### config.mk
export PLATFORM = sky130hd
export DESIGN_NAME = flash_status_poller
export DESIGN_NICKNAME = d
export VERILOG_FILES = /design/src/core/flash_status_pkg.sv /design/src/core/flash_read_if.sv /design/src/core/flash_pin_sync.sv /design/src/core/flash_read_cycle.sv /design/src/core/flash_status_poller.sv
export VERILOG_INCLUDE_DIRS = /design/src /design/src/core
export SDC_FILE = /design/constraint.sdc
export NUM_CORES = 1
export LEC_CHECK = 0
export BUFFER_PORTS_ARGS = -buffer_cell sky130_fd_sc_hd__buf_2
export CAP_MARGIN = 5
export CORE_AREA = 3 3 126 128
export CTS_BUF_LIST = sky130_fd_sc_hd__clkbuf_8
export DETAILED_ROUTE_END_ITERATION = 10
export DIE_AREA = 0 0 129 131
export PLACE_DENSITY = 0.75
export SLEW_MARGIN = 30
export SYNTH_ARGS = -nofsm -noshare
export SYNTH_HDL_FRONTEND = slang
export SYNTH_SLANG_ARGS = --single-unit
### constraint.sdc
create_clock -name clk -period 4.3 [get_ports clk]
set_clock_uncertainty 0.05 [all_clocks]
set_input_delay 0 -clock clk [delete_from_list [all_inputs] [get_ports clk]]
set_output_delay 0 -clock clk [all_outputs]
set_load 0.01 [all_outputs]
### src/core/flash_status_consts.svh
// Constants for the flash status poller: offsets, fields and timing.
// Assumes inclusion by bare name from the package and design modules.
`ifndef FLASH_STATUS_CONSTS_SVH
`define FLASH_STATUS_CONSTS_SVH

// Register offsets of the controller's own command and status port
`define REG_CTRL        4'h0
`define REG_ADDR        4'h1
`define REG_DATA        4'h2
`define REG_STATUS      4'h3
`define REG_RESULT      4'h4

// Control register fields
`define CTRL_START_BIT  0
`define CTRL_MODE_BIT   1
`define CTRL_SUSP_BIT   2

// Status register fields
`define ST_BUSY_BIT     0
`define ST_DONE_BIT     1
`define ST_FAIL_BIT     2
`define ST_SUSP_BIT     3
`define ST_RB_BIT       4
`define ST_SECT_BIT     5

// Status bit positions on the device data bus
`define POLL_BIT        7
`define TOGGLE_BIT      6
`define TIMEOUT_BIT     5
`define SECTOR_BIT      2

// Device read cycle length in clocks
`define RD_CYCLES       4'hE
`define RD_SAMPLE       4'hC
`define RD_RECOVER      4'h3

// Settle time before the first status read, ns
`define SETTLE_NS       32'h0000_0064
`define CLK_NS          32'h0000_0005

`endif

### src/core/flash_status_pkg.sv
// Types for the flash status poller.
// Assumes flash_status_consts.svh is on the include path.
package flash_status_pkg;
    `include "flash_status_consts.svh"

    // Kind of operation being monitored
    typedef enum logic [0:0]
    {
        OP_PROGRAM = 1'b0,
        OP_ERASE   = 1'b1
    } op_kind_t;

    // Poller states
    typedef enum logic [2:0]
    {
        ST_IDLE    = 3'b000,
        ST_SETTLE  = 3'b001,
        ST_READ_A  = 3'b010,
        ST_READ_B  = 3'b011,
        ST_RECHECK = 3'b100,
        ST_FINAL   = 3'b101,
        ST_DONE    = 3'b110
    } poll_state_t;
endpackage

### src/core/flash_read_if.sv
// Request and answer of one device read cycle between poller and pin driver.
// Assumes both ends run on one clock.
`timescale 1ns/1ps
interface flash_read_if;
    logic        req;
    logic [21:0] addr;
    logic        ack;
    logic [15:0] data;

    modport master
    (
        output req,
        output addr,
        input  ack,
        input  data
    );
    modport slave
    (
        input  req,
        input  addr,
        output ack,
        output data
    );
endinterface

### src/core/flash_pin_sync.sv
// Two-flop synchroniser for the device data bus and ready/busy line.
// Assumes inputs are asynchronous to clk.
`timescale 1ns/1ps
module flash_pin_sync
(
    // Clock and control
    input  wire logic        clk,
    input  wire logic        rst_n,
    input  wire logic        ce,
    // Raw and synchronised pins
    input  wire logic [16:0] raw_i,
    output logic [16:0]      sync_o
);
    logic [16:0] meta_reg;

    // Two stages per bit
    genvar i;
    generate
        for (i = 0; i < 17; i = i + 1)
        begin : g_bit
            always_ff @(posedge clk)
            begin
                if (!rst_n)
                begin
                    meta_reg[i] <= 1'b1;
                    sync_o[i]   <= 1'b1;
                end
                else if (ce)
                begin
                    meta_reg[i] <= raw_i[i];
                    sync_o[i]   <= meta_reg[i];
                end
            end
        end
    endgenerate
endmodule // flash_pin_sync

### src/core/flash_read_cycle.sv
// Drives one asynchronous device read cycle on the pins per request.
// Assumes data_bus_i is already synchronised by the caller.
`timescale 1ns/1ps
`include "flash_status_consts.svh"
module flash_read_cycle
    import flash_status_pkg::*;
(
    // Clock and control
    input  wire logic       clk,
    input  wire logic       rst_n,
    input  wire logic       ce,
    // Request side
    flash_read_if.slave     rd,
    // Device pins
    output logic [21:0]     addr_o,
    output logic            chip_en_n,
    output logic            out_en_n,
    input  wire logic [15:0] data_bus_i
);
    logic [3:0] cnt_reg;
    logic       act_reg;

    // Cycle timer: chip enable and output enable low from cycle start until the sample count
    always_ff @(posedge clk)
    begin
        if (!rst_n)
        begin
            cnt_reg   <= 4'h0;
            act_reg   <= 1'b0;
            chip_en_n <= 1'b1;
            out_en_n  <= 1'b1;
            addr_o    <= 22'h00_0000;
        end
        else if (ce)
        begin
            if (!act_reg && rd.req)
            begin
                act_reg   <= 1'b1;
                cnt_reg   <= 4'h0;
                addr_o    <= rd.addr;
                chip_en_n <= 1'b0;
                out_en_n  <= 1'b0;
            end
            else if (act_reg)
            begin
                cnt_reg <= cnt_reg + 4'h1;
                if (cnt_reg == 4'(`RD_SAMPLE))
                begin
                    out_en_n  <= 1'b1; // Each cycle is one device read
                    chip_en_n <= 1'b1;
                end
                if (cnt_reg == 4'(`RD_CYCLES))
                    act_reg <= 1'b0;
            end
        end
    end

    // Latch data at sample point
    always_ff @(posedge clk)
    begin
        if (!rst_n)
            rd.data <= 16'h0000;
        else if (ce && act_reg && cnt_reg == 4'(`RD_SAMPLE))
            rd.data <= data_bus_i;
    end

    assign rd.ack = ce && act_reg && (cnt_reg == 4'(`RD_CYCLES));
endmodule // flash_read_cycle

### src/core/flash_status_poller.sv
// Host-side poller for a flash program or erase: reads status bits.
// Assumes the command sequence was already written to the device.
//
// Behaviour
// - Host drives the program address when reading the polling bit.
// - Host addresses a sector chosen for erase for erase status.
// - Valid data only from reads after the one showing completion.
// - Reread polling bit after timeout flag is seen set.
// - Recheck toggle bit after timeout flag is seen high.
// - At least two consecutive reads compared for toggling.
//
// Our own choices: the plain strobed port and the register offsets.
`timescale 1ns/1ps
`include "flash_status_consts.svh"
module flash_status_poller
    import flash_status_pkg::*;
(
    // Clock, reset, enable
    input  wire logic        clk,
    input  wire logic        rst_n,
    input  wire logic        ce,
    // Software register port
    input  wire logic [3:0]  reg_addr,
    input  wire logic [31:0] reg_wdata,
    input  wire logic        reg_wr,
    input  wire logic        reg_rd,
    output logic [31:0]      reg_rdata,
    // Device pins
    output logic [21:0]      flash_addr,
    output logic             chip_en_n,
    output logic             out_en_n,
    output logic             write_en_n,
    input  wire logic [15:0] data_bus_i,
    output logic [15:0]      data_bus_o,
    output logic             data_bus_oe,
    input  wire logic        ready_busy_in
);
    import flash_status_pkg::*;

    localparam int SETTLE_CYC = (`SETTLE_NS + `CLK_NS - 1) / `CLK_NS;

    flash_read_if rd ();

    logic [16:0]  sync_pins;
    logic [15:0]  bus_sync;
    logic         rb_sync;
    poll_state_t  state_reg;
    op_kind_t     kind_reg;
    logic [21:0]  addr_reg;
    logic [15:0]  wdata_reg;
    logic         check_sect_reg;
    logic [15:0]  first_reg;
    logic [15:0]  result_reg;
    logic         busy_reg;
    logic         done_reg;
    logic         fail_reg;
    logic         susp_reg;
    logic         sect_tog_reg;
    logic         to_seen_reg;
    logic [7:0]   settle_reg;
    logic         req_reg;
    logic         toggling;
    logic         polled_done;

    // Pins from outside the clock domain
    flash_pin_sync u_sync
    (
        .clk    (clk),
        .rst_n  (rst_n),
        .ce     (ce),
        .raw_i  ({ready_busy_in, data_bus_i}),
        .sync_o (sync_pins)
    );
    assign bus_sync = sync_pins[15:0];
    assign rb_sync  = sync_pins[16];

    // Read cycle engine
    flash_read_cycle u_cycle
    (
        .clk        (clk),
        .rst_n      (rst_n),
        .ce         (ce),
        .rd         (rd.slave),
        .addr_o     (flash_addr),
        .chip_en_n  (chip_en_n),
        .out_en_n   (out_en_n),
        .data_bus_i (bus_sync)
    );

    // Poller only reads; never writes or drives the data bus
    assign write_en_n  = 1'b1;
    assign data_bus_o  = 16'h0000;
    assign data_bus_oe = 1'b0;

    assign rd.req  = req_reg;
    assign rd.addr = addr_reg;

    // Toggle compare between two consecutive reads
    assign toggling = first_reg[`TOGGLE_BIT]
                      != rd.data[`TOGGLE_BIT];

    // Polling bit shows true datum when done
    always_comb
    begin
        if (kind_reg == OP_PROGRAM)
            polled_done = rd.data[`POLL_BIT]
                          == wdata_reg[`POLL_BIT];
        else
            polled_done = rd.data[`POLL_BIT];
    end

    // Command registers written by software
    always_ff @(posedge clk)
    begin
        if (!rst_n)
        begin
            addr_reg       <= 22'h00_0000;
            wdata_reg      <= 16'h0000;
            kind_reg       <= OP_PROGRAM;
            check_sect_reg <= 1'b0;
        end
        else if (ce && reg_wr && state_reg == ST_IDLE)
        begin
            case (reg_addr)
                `REG_ADDR:
                    addr_reg <= reg_wdata[21:0];
                `REG_DATA:
                    wdata_reg <= reg_wdata[15:0];
                `REG_CTRL:
                begin
                    kind_reg       <= op_kind_t'(reg_wdata[`CTRL_MODE_BIT]);
                    check_sect_reg <= reg_wdata[`CTRL_SUSP_BIT];
                end
                default:
                    ;
            endcase
        end
    end

    // Status poll sequencer
    always_ff @(posedge clk)
    begin
        if (!rst_n)
        begin
            state_reg    <= ST_IDLE;
            req_reg      <= 1'b0;
            settle_reg   <= 8'h00;
            first_reg    <= 16'h0000;
            result_reg   <= 16'h0000;
            busy_reg     <= 1'b0;
            done_reg     <= 1'b0;
            fail_reg     <= 1'b0;
            susp_reg     <= 1'b0;
            sect_tog_reg <= 1'b0;
            to_seen_reg  <= 1'b0;
        end
        else if (ce)
        begin
            req_reg <= 1'b0;
            case (state_reg)
                ST_IDLE:
                begin
                    if (reg_wr && reg_addr == `REG_CTRL
                        && reg_wdata[`CTRL_START_BIT])
                    begin
                        // Started after the final command strobe
                        state_reg   <= ST_SETTLE;
                        settle_reg  <= 8'(SETTLE_CYC);
                        busy_reg    <= 1'b1;
                        done_reg    <= 1'b0;
                        fail_reg    <= 1'b0;
                        susp_reg    <= 1'b0;
                        to_seen_reg <= 1'b0;
                    end
                end
                ST_SETTLE:
                begin
                    if (settle_reg == 8'h00)
                    begin
                        state_reg <= ST_READ_A;
                        req_reg   <= 1'b1;
                    end
                    else
                        settle_reg <= settle_reg - 8'h01;
                end
                ST_READ_A:
                begin
                    if (rd.ack)
                    begin
                        first_reg <= rd.data;
                        state_reg <= ST_READ_B;
                        req_reg   <= 1'b1;
                    end
                end
                ST_READ_B, ST_RECHECK:
                begin
                    if (rd.ack)
                    begin
                        sect_tog_reg <= first_reg[`SECTOR_BIT]
                                        != rd.data[`SECTOR_BIT];
                        if (!toggling || polled_done)
                        begin
                            // Completed, or erase suspended
                            susp_reg  <= (kind_reg == OP_ERASE) && rb_sync
                                         && check_sect_reg
                                         && first_reg[`SECTOR_BIT]
                                            != rd.data[`SECTOR_BIT];
                            state_reg <= ST_FINAL;
                            req_reg   <= 1'b1;
                        end
                        else if (state_reg == ST_RECHECK)
                        begin
                            // Still toggling after timeout: failure
                            fail_reg  <= 1'b1;
                            busy_reg  <= 1'b0;
                            state_reg <= ST_DONE;
                        end
                        else if (rd.data[`TIMEOUT_BIT])
                        begin
                            // Recheck once more; may stop as flag rises
                            to_seen_reg <= 1'b1;
                            first_reg   <= rd.data;
                            state_reg   <= ST_RECHECK;
                            req_reg     <= 1'b1;
                        end
                        else
                        begin
                            // Keep polling; covers protected-sector windows
                            first_reg <= rd.data;
                            req_reg   <= 1'b1;
                        end
                    end
                end
                ST_FINAL:
                begin
                    if (rd.ack)
                    begin
                        result_reg <= rd.data;
                        done_reg   <= 1'b1;
                        busy_reg   <= 1'b0;
                        state_reg  <= ST_DONE;
                    end
                end
                ST_DONE:
                    state_reg <= ST_IDLE;
                default:
                    state_reg <= ST_IDLE;
            endcase
        end
    end

    // Register read port, data one cycle later
    always_ff @(posedge clk)
    begin
        if (!rst_n)
            reg_rdata <= 32'h0000_0000;
        else if (ce)
        begin
            reg_rdata <= 32'h0000_0000;
            if (reg_rd)
            begin
                case (reg_addr)
                    `REG_ADDR:
                        reg_rdata <= {10'h000, addr_reg};
                    `REG_DATA:
                        reg_rdata <= {16'h0000, wdata_reg};
                    `REG_STATUS:
                        reg_rdata <= {26'h000_0000, sect_tog_reg,
                                      rb_sync, susp_reg, fail_reg,
                                      done_reg, busy_reg};
                    `REG_RESULT:
                        reg_rdata <= {16'h0000, result_reg};
                    default:
                        reg_rdata <= 32'h0000_0000;
                endcase
            end
        end
    end
endmodule // flash_status_poller

* Word level (Yosys, flattened, before mapping) *
Index checks and enable logic that the tools add are counted.

word-level totals
  word-level logic and storage cells = 171
  output and inout port bits = 74
  input bits = 58
  bits in registers = 190

cells by class
  add/subtract/negate cells = 2
  mux-type cells = 50
  eq/ne operators = 25
  reduce and logical (&&, ||, !) cells = 40

operators by type and width
  kind                                               number
  case mux 22 bit (4 select lines)                   1
  2-to-1 mux 7 bit                                   4
  2-to-1 mux 1 bit                                   24
  2-to-1 mux 3 bit                                   8
  2-to-1 mux 22 bit                                  1
  != test 2 bit (second input constant)              9
  2-to-1 mux 8 bit                                   2
  case mux 8 bit (2 select lines)                    1
  case mux 3 bit (5 select lines)                    1
  case mux 7 bit (2 select lines)                    1
  AND reduction 7 bit                                2
  AND reduction 6 bit                                2
  nonzero test 2 bit                                 6
  logical AND 1 bit                                  11
  AND reduction 2 bit                                5
  AND reduction 3 bit                                3
  == test 4 x 2 -> 1 bit (second input constant)     2
  == test 4 bit (second input constant)              2
  zero test 8 bit                                    1
  2-to-1 mux 4 bit                                   2
  AND reduction 4 bit                                2
  subtractor 8 x 1 -> 8 bit (second input constant)  1
  == test 3 x 2 -> 1 bit (second input constant)     2
  == test 3 bit (second input constant)              2
  other kinds (17)                                   22

* Logic depth before layout (Yosys ltp) *
Gate-level depths: netlist (run 1).

  word-level depth = 6
  mapped depth = 9
  gate-level depth less buffers = 7

* By module *
Synthesis (run 1) repeated with hierarchy kept, for this count alone.

second synthesis, totals
  cells, all modules = 856
  area total of the unflattened synthesis = 7364.6 um2

modules (own cells, without submodules)
  module               instances  cells each  area each (um2)  sequential area each (um2)
  flash_status_poller  1          540         4390.5           1941.9
  flash_read_cycle     1          206         1750.4           880.8
  flash_pin_sync       1          110         1223.7           680.7

* Worst setup path before layout (run 1) *
Ideal clock, no wire load.

  kind = register -> register
  start point = register u_cycle.cnt_reg[0]
  end point = register result_reg[10]
  path buffers = 2
  library setup time = 116 ps
  cell stages (with the launch flop) = 10
  arrival = 1611 ps
  required time = 4134 ps
  path slack = 2523 ps
  period minus slack after synthesis = 1777 ps
  cells stage by stage = dfxtp_1 inv_1 ha_1 nand3_1 nor2_1 nand3_1 buf_2 buf_2 mux2i_1 nor2b_1

on the way
  word-level cells in the longest chain between the ends = 3

ends and longest elaborated chain
  what                                  RTL line                    text
  from (decl)                           flash_read_cycle.sv:20      logic [3:0] cnt_reg;
  from (signal assigned)                flash_read_cycle.sv:46      cnt_reg <= cnt_reg + 4'h1;
  == test 4 bit                         flash_read_cycle.sv:67      assign rd.ack = ce && act_reg && (cnt_reg == 4'(`RD_CYCLES));
  logical AND 1 bit                     flash_read_cycle.sv:67
  AND reduction 3 bit (no source line)  -
  to (signal assigned)                  flash_status_poller.sv:238  result_reg <= rd.data;
  to (decl)                             flash_status_poller.sv:53   logic [15:0] result_reg;

Every way passes these cells.
A chain may end at the register's enable or synchronous reset.

* Worst setup path in the final report (run 1) *
  start point = input port ce
  end point = register state_reg[2]

on the way
  word-level cells in the longest chain between the ends = 4
  elaborated cells on any way between the ends = 6
  classes of those cells = eq/ne (3); reduce/logical (3)

ends and longest elaborated chain
  what                                      RTL line                    text
  from (decl)                               flash_status_poller.sv:21   input wire logic ce,
  logical AND 1 bit (2 in a row)            flash_read_cycle.sv:67
  != test 2 bit (no source line)            -
  AND reduction 7 bit (no source line) (*)  -
  to (signal assigned)                      flash_status_poller.sv:145  state_reg <= ST_IDLE;
  to (signal assigned)                      flash_status_poller.sv:167  state_reg <= ST_SETTLE;
  to (signal assigned)                      flash_status_poller.sv:180  state_reg <= ST_READ_A;
  to (decl)                                 flash_status_poller.sv:47   poll_state_t state_reg;

Every way passes the cells marked *; elsewhere a longest branch is shown, timed or not.

==> impl_metrics.tcl, run 1 <==
set metrics [dict create \
    routedWlPerCell_um 14.8 \
    vias 6007 \
    final_common_cell "nand2_1" \
    grt.overflow.total 0 \
    place_area_mm2 0.00795 \
    finalSetupTns_ns 0 \
    ir_drop_v 0.000211 \
    cts.clk_slew.worst_paths_ns 0.09 \
    dp_slack_ns 1.82 \
    place_congestion 0.816 \
    power.density_mw_per_mm2 328 \
    die-area_mm2 0.0169 \
    hpwlAfterDp_mm 11.1 \
    core_area_mm2 0.0150 \
    cts_max_level 4 \
    grt_max_degree 91 \
    end_kind "register" \
    cp_max_fo 19 \
    ys_seq_area_frac 0.463 \
    drt_pre_antenna_iters 6 \
    leakage_nw 3.45 \
    synthArstFlopShare 0 \
    grt_pass1_vias 5369 \
    critPathKind "input pin to register" \
    synthesis.area_mm2 0.00757 \
    grt_first_pass_wirelength_mm 26.8 \
    cts_buffer_depth 2 \
    clockRootBuffer "clkbuf_8" \
    worstSkewPairLatency_ns 0.45 \
    tightest_slew_ns 0.909 \
    ys.flop_type "dfxtp_1" \
    start_util 0.505 \
    drc_errors 0 \
    outcome "complete, no violations" \
    area_growth_pct 16.0 \
    io_buffer_count 93 \
    cts_tree "built" \
    die_x_um 129 \
    drtAntennaViolNets 0 \
    pwr-share-seq 0.575 \
    synth_edf_count 0 \
    synth_cell_types 58 \
    maxCapViolCount 0 \
    drtIter0Drc 428 \
    ys_warn_count 0 \
    die_h_um 131 \
    slew_headroom 0.394 \
    cts_sinks 175 \
    post_cts_buffers 0 \
    fin_crit_sh 0.595 \
    power_mw 2.88 \
    antenna_found_initial 0 \
    rsz0062_at_grt "no" \
    fin_area_mm2 0.00878 \
    dp.cells 1061 \
    syn_inst 833 \
    setup_viol 0 \
    final_cell_mix "nand2_1 (201), dfxtp_1 (175), buf_2 (92), mux2i_1 (57), a21boi_0 (54)" \
    p_switching_mw 0.715 \
    cts-buffers-inserted 17 \
    timing.hold.ws_ns 0.0492 \
    layout_setup_ws_ns 1.74 \
    fmax_mhz 391 \
    ios 132 \
    combPwrFrac 0.071 \
    routed_wl_mm 16.9 \
    cts_hold_buffers 47 \
    switching_share 0.248 \
    ys_seq_elements 175 \
    nets 1002 \
    fillers 1307 \
    post_cts_resized 0 \
    hold_path.class "input pin to register" \
    avgViaCountPerCell 5.27 \
    p_int_mw 2.17 \
    final_hold_viol_count 0 \
    finalMaxSlewViolations 0 \
    rows 45 \
    p_clk_frac 0.354 \
    gr-usage-all-layers 0.198 \
    stdcell_count 1140 \
    final_core_util 0.586 \
    antenna_cells_inserted 0 \
    drive_above_1_share 0.154 \
    min_period_ns 2.56 \
    syn_avg_cell_area_um2 9.08 \
    crit_path_start_kind "input pin" \
    worstPathRequired_ns 4.61 \
    cp.arrival_ns 2.86 \
]
==> critical path, cell delays in order <==
cell and delay [ns]:
dlygate4sd3_1 0.52, buf_2 0.37, clkinv_1 0.68, o22a_1 0.41, a211oi_1 0.31, o21ai_1 0.22, o41ai_2 0.34
==> synthesized netlist by cell type (3+ instances only) <==
cell       instances  area [um^2]
a21boi_0          54          405
nor2b_1           34          213
dfxtp_1          175         3500
a22oi_1            3         22.5
a21boi_1          28          210
xnor2_1            3         26.3
o21a_1             8         60.1
nor3b_1            3         22.5
xor2_1             5         43.8
nor3_1             4         20.0
nor4b_4            3         71.3
buf_2             19         95.1
mux2i_1           57          571
a222oi_1          16          160
o2bb2ai_1         10         87.6
buf_1              3         11.3
inv_1              7         26.3
nand3_1           33          165
and2_1            16          100
o2111ai_1          5         43.8
a21oi_1           10         50.1
nor2_1            18         67.6
ha_1               5         62.6
clkbuf_1          31          116
nand2_1          201          754
buf_4             31          233
o21ai_0            9         45.0
==> logic make-up after synthesis <==
family	Yosys count	synth area share
and+or+nand+nor	329	0.207
DFF	175	0.463
AOI/OAI and AO/OA	164	0.171
buffers and inverters	93	0.0656
muxes	57	0.0754
xor gates and xnor gates	8	0.00926
adders and majority gates	5	0.00827
other	2	0.000992
==> path summary, 6_finish.rpt <==
path	depth (start not counted)	endpoint	slack [ns]	start
max	7	state_reg[2]$_SDFFE_PN0P_	1.74	ce
min	4	wdata_reg[10]$_SDFFE_PN0P_	0.05	reg_addr[0]
max reg2reg	6	addr_reg[9]$_SDFFE_PN0P_	1.97	state_reg[2]$_SDFFE_PN0P_
min reg2reg	2	done_reg$_SDFFE_PN0P_	0.41	done_reg$_SDFFE_PN0P_
==> power by group through the flow <==
stage	Sequential, mW	Combinational, mW	Clock (mW)
after detailed placement	1.69	0.170	0
final	1.66	0.205	1.02
after CTS	1.66	0.203	1.05
after global placement	1.69	0.169	0
after floorplan	1.69	0.134	0
after global routing	1.66	0.225	1.12
==> routing by layer <==
layer	up-vias	routed length [um]	track usage
met2	192	7520	0.299
li1	3024	-	-
met5	-	0	0
met4	0	308	0.0784
met1	2768	8170	0.279
met3	23	887	0.0398
==> layout make-up <==
| class | instances | area (um^2) | share of cell area |
|---|---|---|---|
| clock buffer | 19 | 262 | 0.0298 |
| inverter | 8 | 30.0 | 0.00342 |
| sequential | 175 | 3500 | 0.399 |
| timing repair buffer | 146 | 983 | 0.112 |
| clock inverter | 13 | 91.3 | 0.0104 |
| multi-input combinational | 591 | 3670 | 0.418 |
| tap | 188 | 235 | 0.0268 |
Note: power is estimated with default switching activity, not from simulation.
==> run 2, diff against run 1 <==
Clock period 4.3 ns to 2.4 ns, I/O delays scaled along.
==> impl_metrics.tcl, run 2 (synthesized netlist as in run 1, its figures left out) <==
set metrics [dict create \
    tightest_slew_ns 0.888 \
    power_mw 5.20 \
    vias 6046 \
    combPwrFrac 0.071 \
    setup_viol 0 \
    cts.clk_slew.worst_paths_ns 0.10 \
    routedWlPerCell_um 15.2 \
    pwr-share-seq 0.570 \
    cp_max_fo 22 \
    p_switching_mw 1.34 \
    grt_max_degree 70 \
    drc_errors 0 \
    crit_family "simple AND/OR/NAND/NOR gates" \
    critPathKind "register to register" \
    seq_area_mm2 0.00350 \
    fillers 1323 \
    worstSkewPairLatency_ns 0.47 \
    stdcell_count 1148 \
    p_clk_frac 0.358 \
    cp.arrival_ns 2.48 \
    grt_pass1_vias 5440 \
    io_buffer_count 93 \
    routed_wl_mm 17.4 \
    area_growth_pct 16.6 \
    dp.cells 1074 \
    die_x_um 129 \
    drive_above_1_share 0.166 \
    rsz0062_at_grt "no" \
    cts_max_level 4 \
    cts-buffers-inserted 17 \
    multiInputGateArea_mm2 0.00366 \
    hold_path.class "input pin to register" \
    final_common_cell "nand2_1" \
    drt_pre_antenna_iters 6 \
    rows 45 \
    start_util 0.505 \
    nets 1010 \
    die-area_mm2 0.0169 \
    fin_crit_sh 0.888 \
    finalMaxSlewViolations 0 \
    final_hold_viol_count 0 \
    outcome "complete, no violations" \
    p_int_mw 3.87 \
    cts_buffer_depth 2 \
    crit_path_start_kind "register" \
    avgViaCountPerCell 5.27 \
    timing.hold.ws_ns 0.0229 \
    ir_drop_v 0.000512 \
    worstPathRequired_ns 2.75 \
    hpwlAfterDp_mm 11.7 \
    end_kind "register" \
    final_cell_mix "nand2_1 (201), dfxtp_1 (175), buf_2 (92), mux2i_1 (57), a21boi_0 (54)" \
    antenna_cells_inserted 0 \
    slowest_delay_ns 0.74 \
    critPathBufInv 0 \
    cts_tree "built" \
    finalSetupTns_ns 0 \
    place_congestion 0.845 \
    gr-usage-all-layers 0.209 \
    ios 132 \
    power.density_mw_per_mm2 590 \
    drtAntennaViolNets 0 \
    r2r_setup_slack_ns 0.27 \
    post_cts_buffers 0 \
    leakage_nw 3.50 \
    clockRootBuffer "clkbuf_8" \
    slew_headroom 0.408 \
    cts_sinks 175 \
    antenna_found_initial 1 \
    core_area_mm2 0.0150 \
    grt.overflow.total 0 \
    fmax_mhz 469 \
    maxCapViolCount 0 \
    post_cts_resized 0 \
    slowest_stage "and2_1" \
    die_h_um 131 \
    grt_first_pass_wirelength_mm 28.2 \
    min_period_ns 2.13 \
    switching_share 0.257 \
    crit_path_cell_trace "nor2_1 -> and4_1 -> and2_1 -> nand2_1 -> a21boi_1" \
    drtIter0Drc 559 \
]
-- run 2: cell count changes in the layout (fill, tap and decap cells not counted), sizes merged --
cell,before,now
buf,99,112
dlygate4sd3,47,42
clkbuf,19,18
clkinv,5,6
-- run 2: power by group through the flow --
stage               logic, mW  clock network [mW]  registers [mW]
floorplan               0.240                   0            3.03
global placement        0.310                   0            3.03
detailed placement      0.313                   0            3.03
CTS                     0.366                1.91            2.97
global route            0.408                2.03            2.97
finish                  0.372                1.86            2.97
-- run 2: routing by layer --
metal	part of all wire	vias up	track usage	wire length, um
li1	-	3031	-	-
met1	0.47	2796	0.294	8270
met2	0.45	192	0.324	7850
met3	0.058	25	0.0402	1000
met4	0.017	2	0.0710	290
met5	0.00075	-	0	13
-- run 2: timing repair --
item | CTS | global route
hold endpoints to repair | 88 | 0
endpoints found under the setup margin | 0 | 0
hold buffers | 42 | 0
-- run 2: path summary, 6_finish.rpt --
path                                   from                   endpoint  cells after the start
setup / recovery  state_reg[0]$_SDFFE_PN0P_   addr_reg[6]$_SDFFE_PN0P_                      5
hold / removal                  reg_addr[0]  wdata_reg[0]$_SDFFE_PN0P_                      4
setup reg to reg  state_reg[0]$_SDFFE_PN0P_   addr_reg[6]$_SDFFE_PN0P_                      5
hold reg to reg       done_reg$_SDFFE_PN0P_      done_reg$_SDFFE_PN0P_                      2
-- run 2: final cells by class --
class | count | area share
Tap cell | 188 | 0.0267
Clock inverter | 14 | 0.0123
Timing Repair Buffer | 154 | 0.117
Sequential cell | 175 | 0.397
Multi-Input combinational cell | 591 | 0.415
Clock buffer | 18 | 0.0281
Inverter | 8 | 0.00340
-- run 2: worst register-to-register path, cell delays in order (launching register included) --
cell      delay [ns]
dfxtp_1         0.46
nor2_1          0.21
and4_1          0.31
and2_1          0.74
nand2_1         0.12
a21boi_1        0.18
-- run 2: through the flow --
step / cell area [um^2] / setup WS [ns] / util
6_report: 8820 / 0.270 / 0.589
5_1_grt: 8820 / 0.0869 / 0.589
4_1_cts: 8820 / 0.298 / 0.589
3_5_place_dp: 8040 / 0.323 / 0.537
3_3_place_gp: 8040 / 0.346 / 0.537
2_1_floorplan: 7660 / 0.623 / -
==> run 3, diff against run 2 <==
Settings changed: BUFFER_PORTS_ARGS -buffer_cell sky130_fd_sc_hd__buf_2 to not set, DONT_BUFFER_PORTS set to 1, PLACE_DENSITY 0.75 to 0.67.
Clock period 2.4 ns to 2.6 ns, I/O delays scaled along.
==> impl_metrics.tcl, run 3 (synthesized netlist as in run 1, its figures left out) <==
set metrics [dict create \
    outcome "complete, no violations" \
    met2_usage 0.345 \
    die_h_um 131 \
    post_cts_buffers 0 \
    crit_family "buffers and inverters" \
    critPathBufInv 3 \
    ios 132 \
    slew_headroom 0.337 \
    drt_pre_antenna_iters 6 \
    routed_wl_mm 17.6 \
    end_kind "register" \
    grt_first_pass_wirelength_mm 28.4 \
    final_cell_mix "nand2_1 (201), dfxtp_1 (175), mux2i_1 (57), dlygate4sd3_1 (56), a21boi_0 (54)" \
    slowest_stage "dlygate4sd3_1" \
    die-area_mm2 0.0169 \
    antenna_found_initial 1 \
    place_area_mm2 0.00751 \
    reg2reg_to "addr_reg[0]$_SDFFE_PN0P_" \
    vias 5864 \
    leakage_nw 3.11 \
    cts.clk_slew.worst_paths_ns 0.10 \
    cts_buffer_depth 2 \
    gr-usage-all-layers 0.211 \
    multiInputGateArea_mm2 0.00366 \
    min_from "reg_wr" \
    finalSetupTns_ns 0 \
    post_cts_resized 0 \
    start_util 0.505 \
    power.density_mw_per_mm2 566 \
    crit_path_start_kind "input pin" \
    holdPathStages 4 \
    fin_area_mm2 0.00850 \
    met1_usage 0.273 \
    hold_path.class "input pin to register" \
    grt-busiest-layer "met2" \
    routedWlPerCell_um 16.6 \
    grtUsageMet3 0.0476 \
    cts_hold_buffers 58 \
    rsz0062_at_grt "no" \
    grt_pass1_vias 5652 \
    final_common_cell "nand2_1" \
    io_buffer_count 0 \
    setup_viol 0 \
    place_congestion 0.854 \
    cts_sinks 175 \
    die_x_um 129 \
    area_growth_pct 12.3 \
    maxCapViolCount 0 \
    clockRootBuffer "clkbuf_8" \
    drc_errors 0 \
    critPathKind "input pin to register" \
    final_core_util 0.567 \
    cts_max_level 4 \
    r2r_setup_slack_ns 0.48 \
    core_area_mm2 0.0150 \
    worstSkewPairLatency_ns 0.45 \
    hpwlAfterDp_mm 11.4 \
    cp.arrival_ns 2.56 \
    grt.overflow.total 0 \
    slowest_delay_ns 0.62 \
    r2r_cells 5 \
    min_period_ns 2.26 \
    nets 924 \
    rows 45 \
    rr_startpoint "state_reg[1]$_SDFFE_PN0P_" \
    power_mw 4.81 \
    seq_area_mm2 0.00350 \
    grt_max_degree 173 \
    cts_tree "built" \
    drtAntennaViolNets 0 \
    cp_max_fo 33 \
    worstPathRequired_ns 2.90 \
    fillers 1309 \
    crit_path_cell_trace "dlygate4sd3_1 -> nor4b_4 -> dlygate4sd3_1 -> buf_4 -> nand2_1 -> nand2_1 -> a21boi_1" \
    fmax_mhz 442 \
    worstHoldEndpoint "busy_reg$_SDFFE_PN0P_" \
    tightest_slew_ns 0.990 \
    avgViaCountPerCell 5.52 \
    ir_drop_v 0.000416 \
    drtIter0Drc 516 \
    finalMaxSlewViolations 0 \
    drive_above_1_share 0.0664 \
    fin_crit_sh 0.870 \
    cts-buffers-inserted 17 \
    final_hold_viol_count 0 \
]
## run 3: per-stage QoR
stage / hold slack [ns] / instances / setup WS (ns)
2_1_floorplan: 0.0784 / 859 / 0.823
3_3_place_gp: 0.0230 / 972 / 0.554
3_5_place_dp: 0.0228 / 972 / 0.504
4_1_cts: 0.00116 / 1062 / 0.397
5_1_grt: 0.0302 / 1063 / 0.255
6_report: 0.0301 / 1063 / 0.338
## run 3: area by class of cell
class                   instances  share of cell area
diodes                          1            0.000295
clock inverters                11             0.00957
repair buffers                 68              0.0813
clock buffers                  21              0.0340
inverters                       8             0.00353
well taps                     188              0.0277
flip-flops and latches        175               0.412
multi-input cells             591               0.431
## run 3: worst max-delay path by stage
stage | from | to | slack (ns) | cells after the start
final | reg_addr[0] | wdata_reg[10]$_SDFFE_PN0P_ | 0.34 | 7
after floorplan | u_cycle.cnt_reg[0]$_SDFFE_PN0P_ | result_reg[10]$_SDFFE_PN0P_ | 0.82 | 9
after detailed placement | state_reg[2]$_SDFFE_PN0P_ | addr_reg[0]$_SDFFE_PN0P_ | 0.50 | 5
after CTS | reg_addr[0] | wdata_reg[8]$_SDFFE_PN0P_ | 0.40 | 7
after global routing | reg_addr[0] | wdata_reg[11]$_SDFFE_PN0P_ | 0.25 | 7
after global placement | state_reg[2]$_SDFFE_PN0P_ | addr_reg[21]$_SDFFE_PN0P_ | 0.55 | 5
## run 3: power by group
group	leakage [nW]	switching, mW	internal [mW]
Clock	0.195	0.984	0.773
Sequential	1.42	0.0280	2.71
Combinational	1.50	0.165	0.145
## run 3: worst register-to-register path, stage by stage (launching register included)
cell	delay (ns)
dfxtp_1	0.45
nor2_1	0.22
and4_1	0.30
and2_1	0.75
nand2_1	0.11
a21boi_0	0.17
## run 3: per-layer routing
metal	up-vias	part of all wire	routed length [um]
met5	-	0	0
met4	0	0.021	367
met3	29	0.068	1200
met2	215	0.46	8110
met1	2752	0.45	7910
li1	2868	-	-
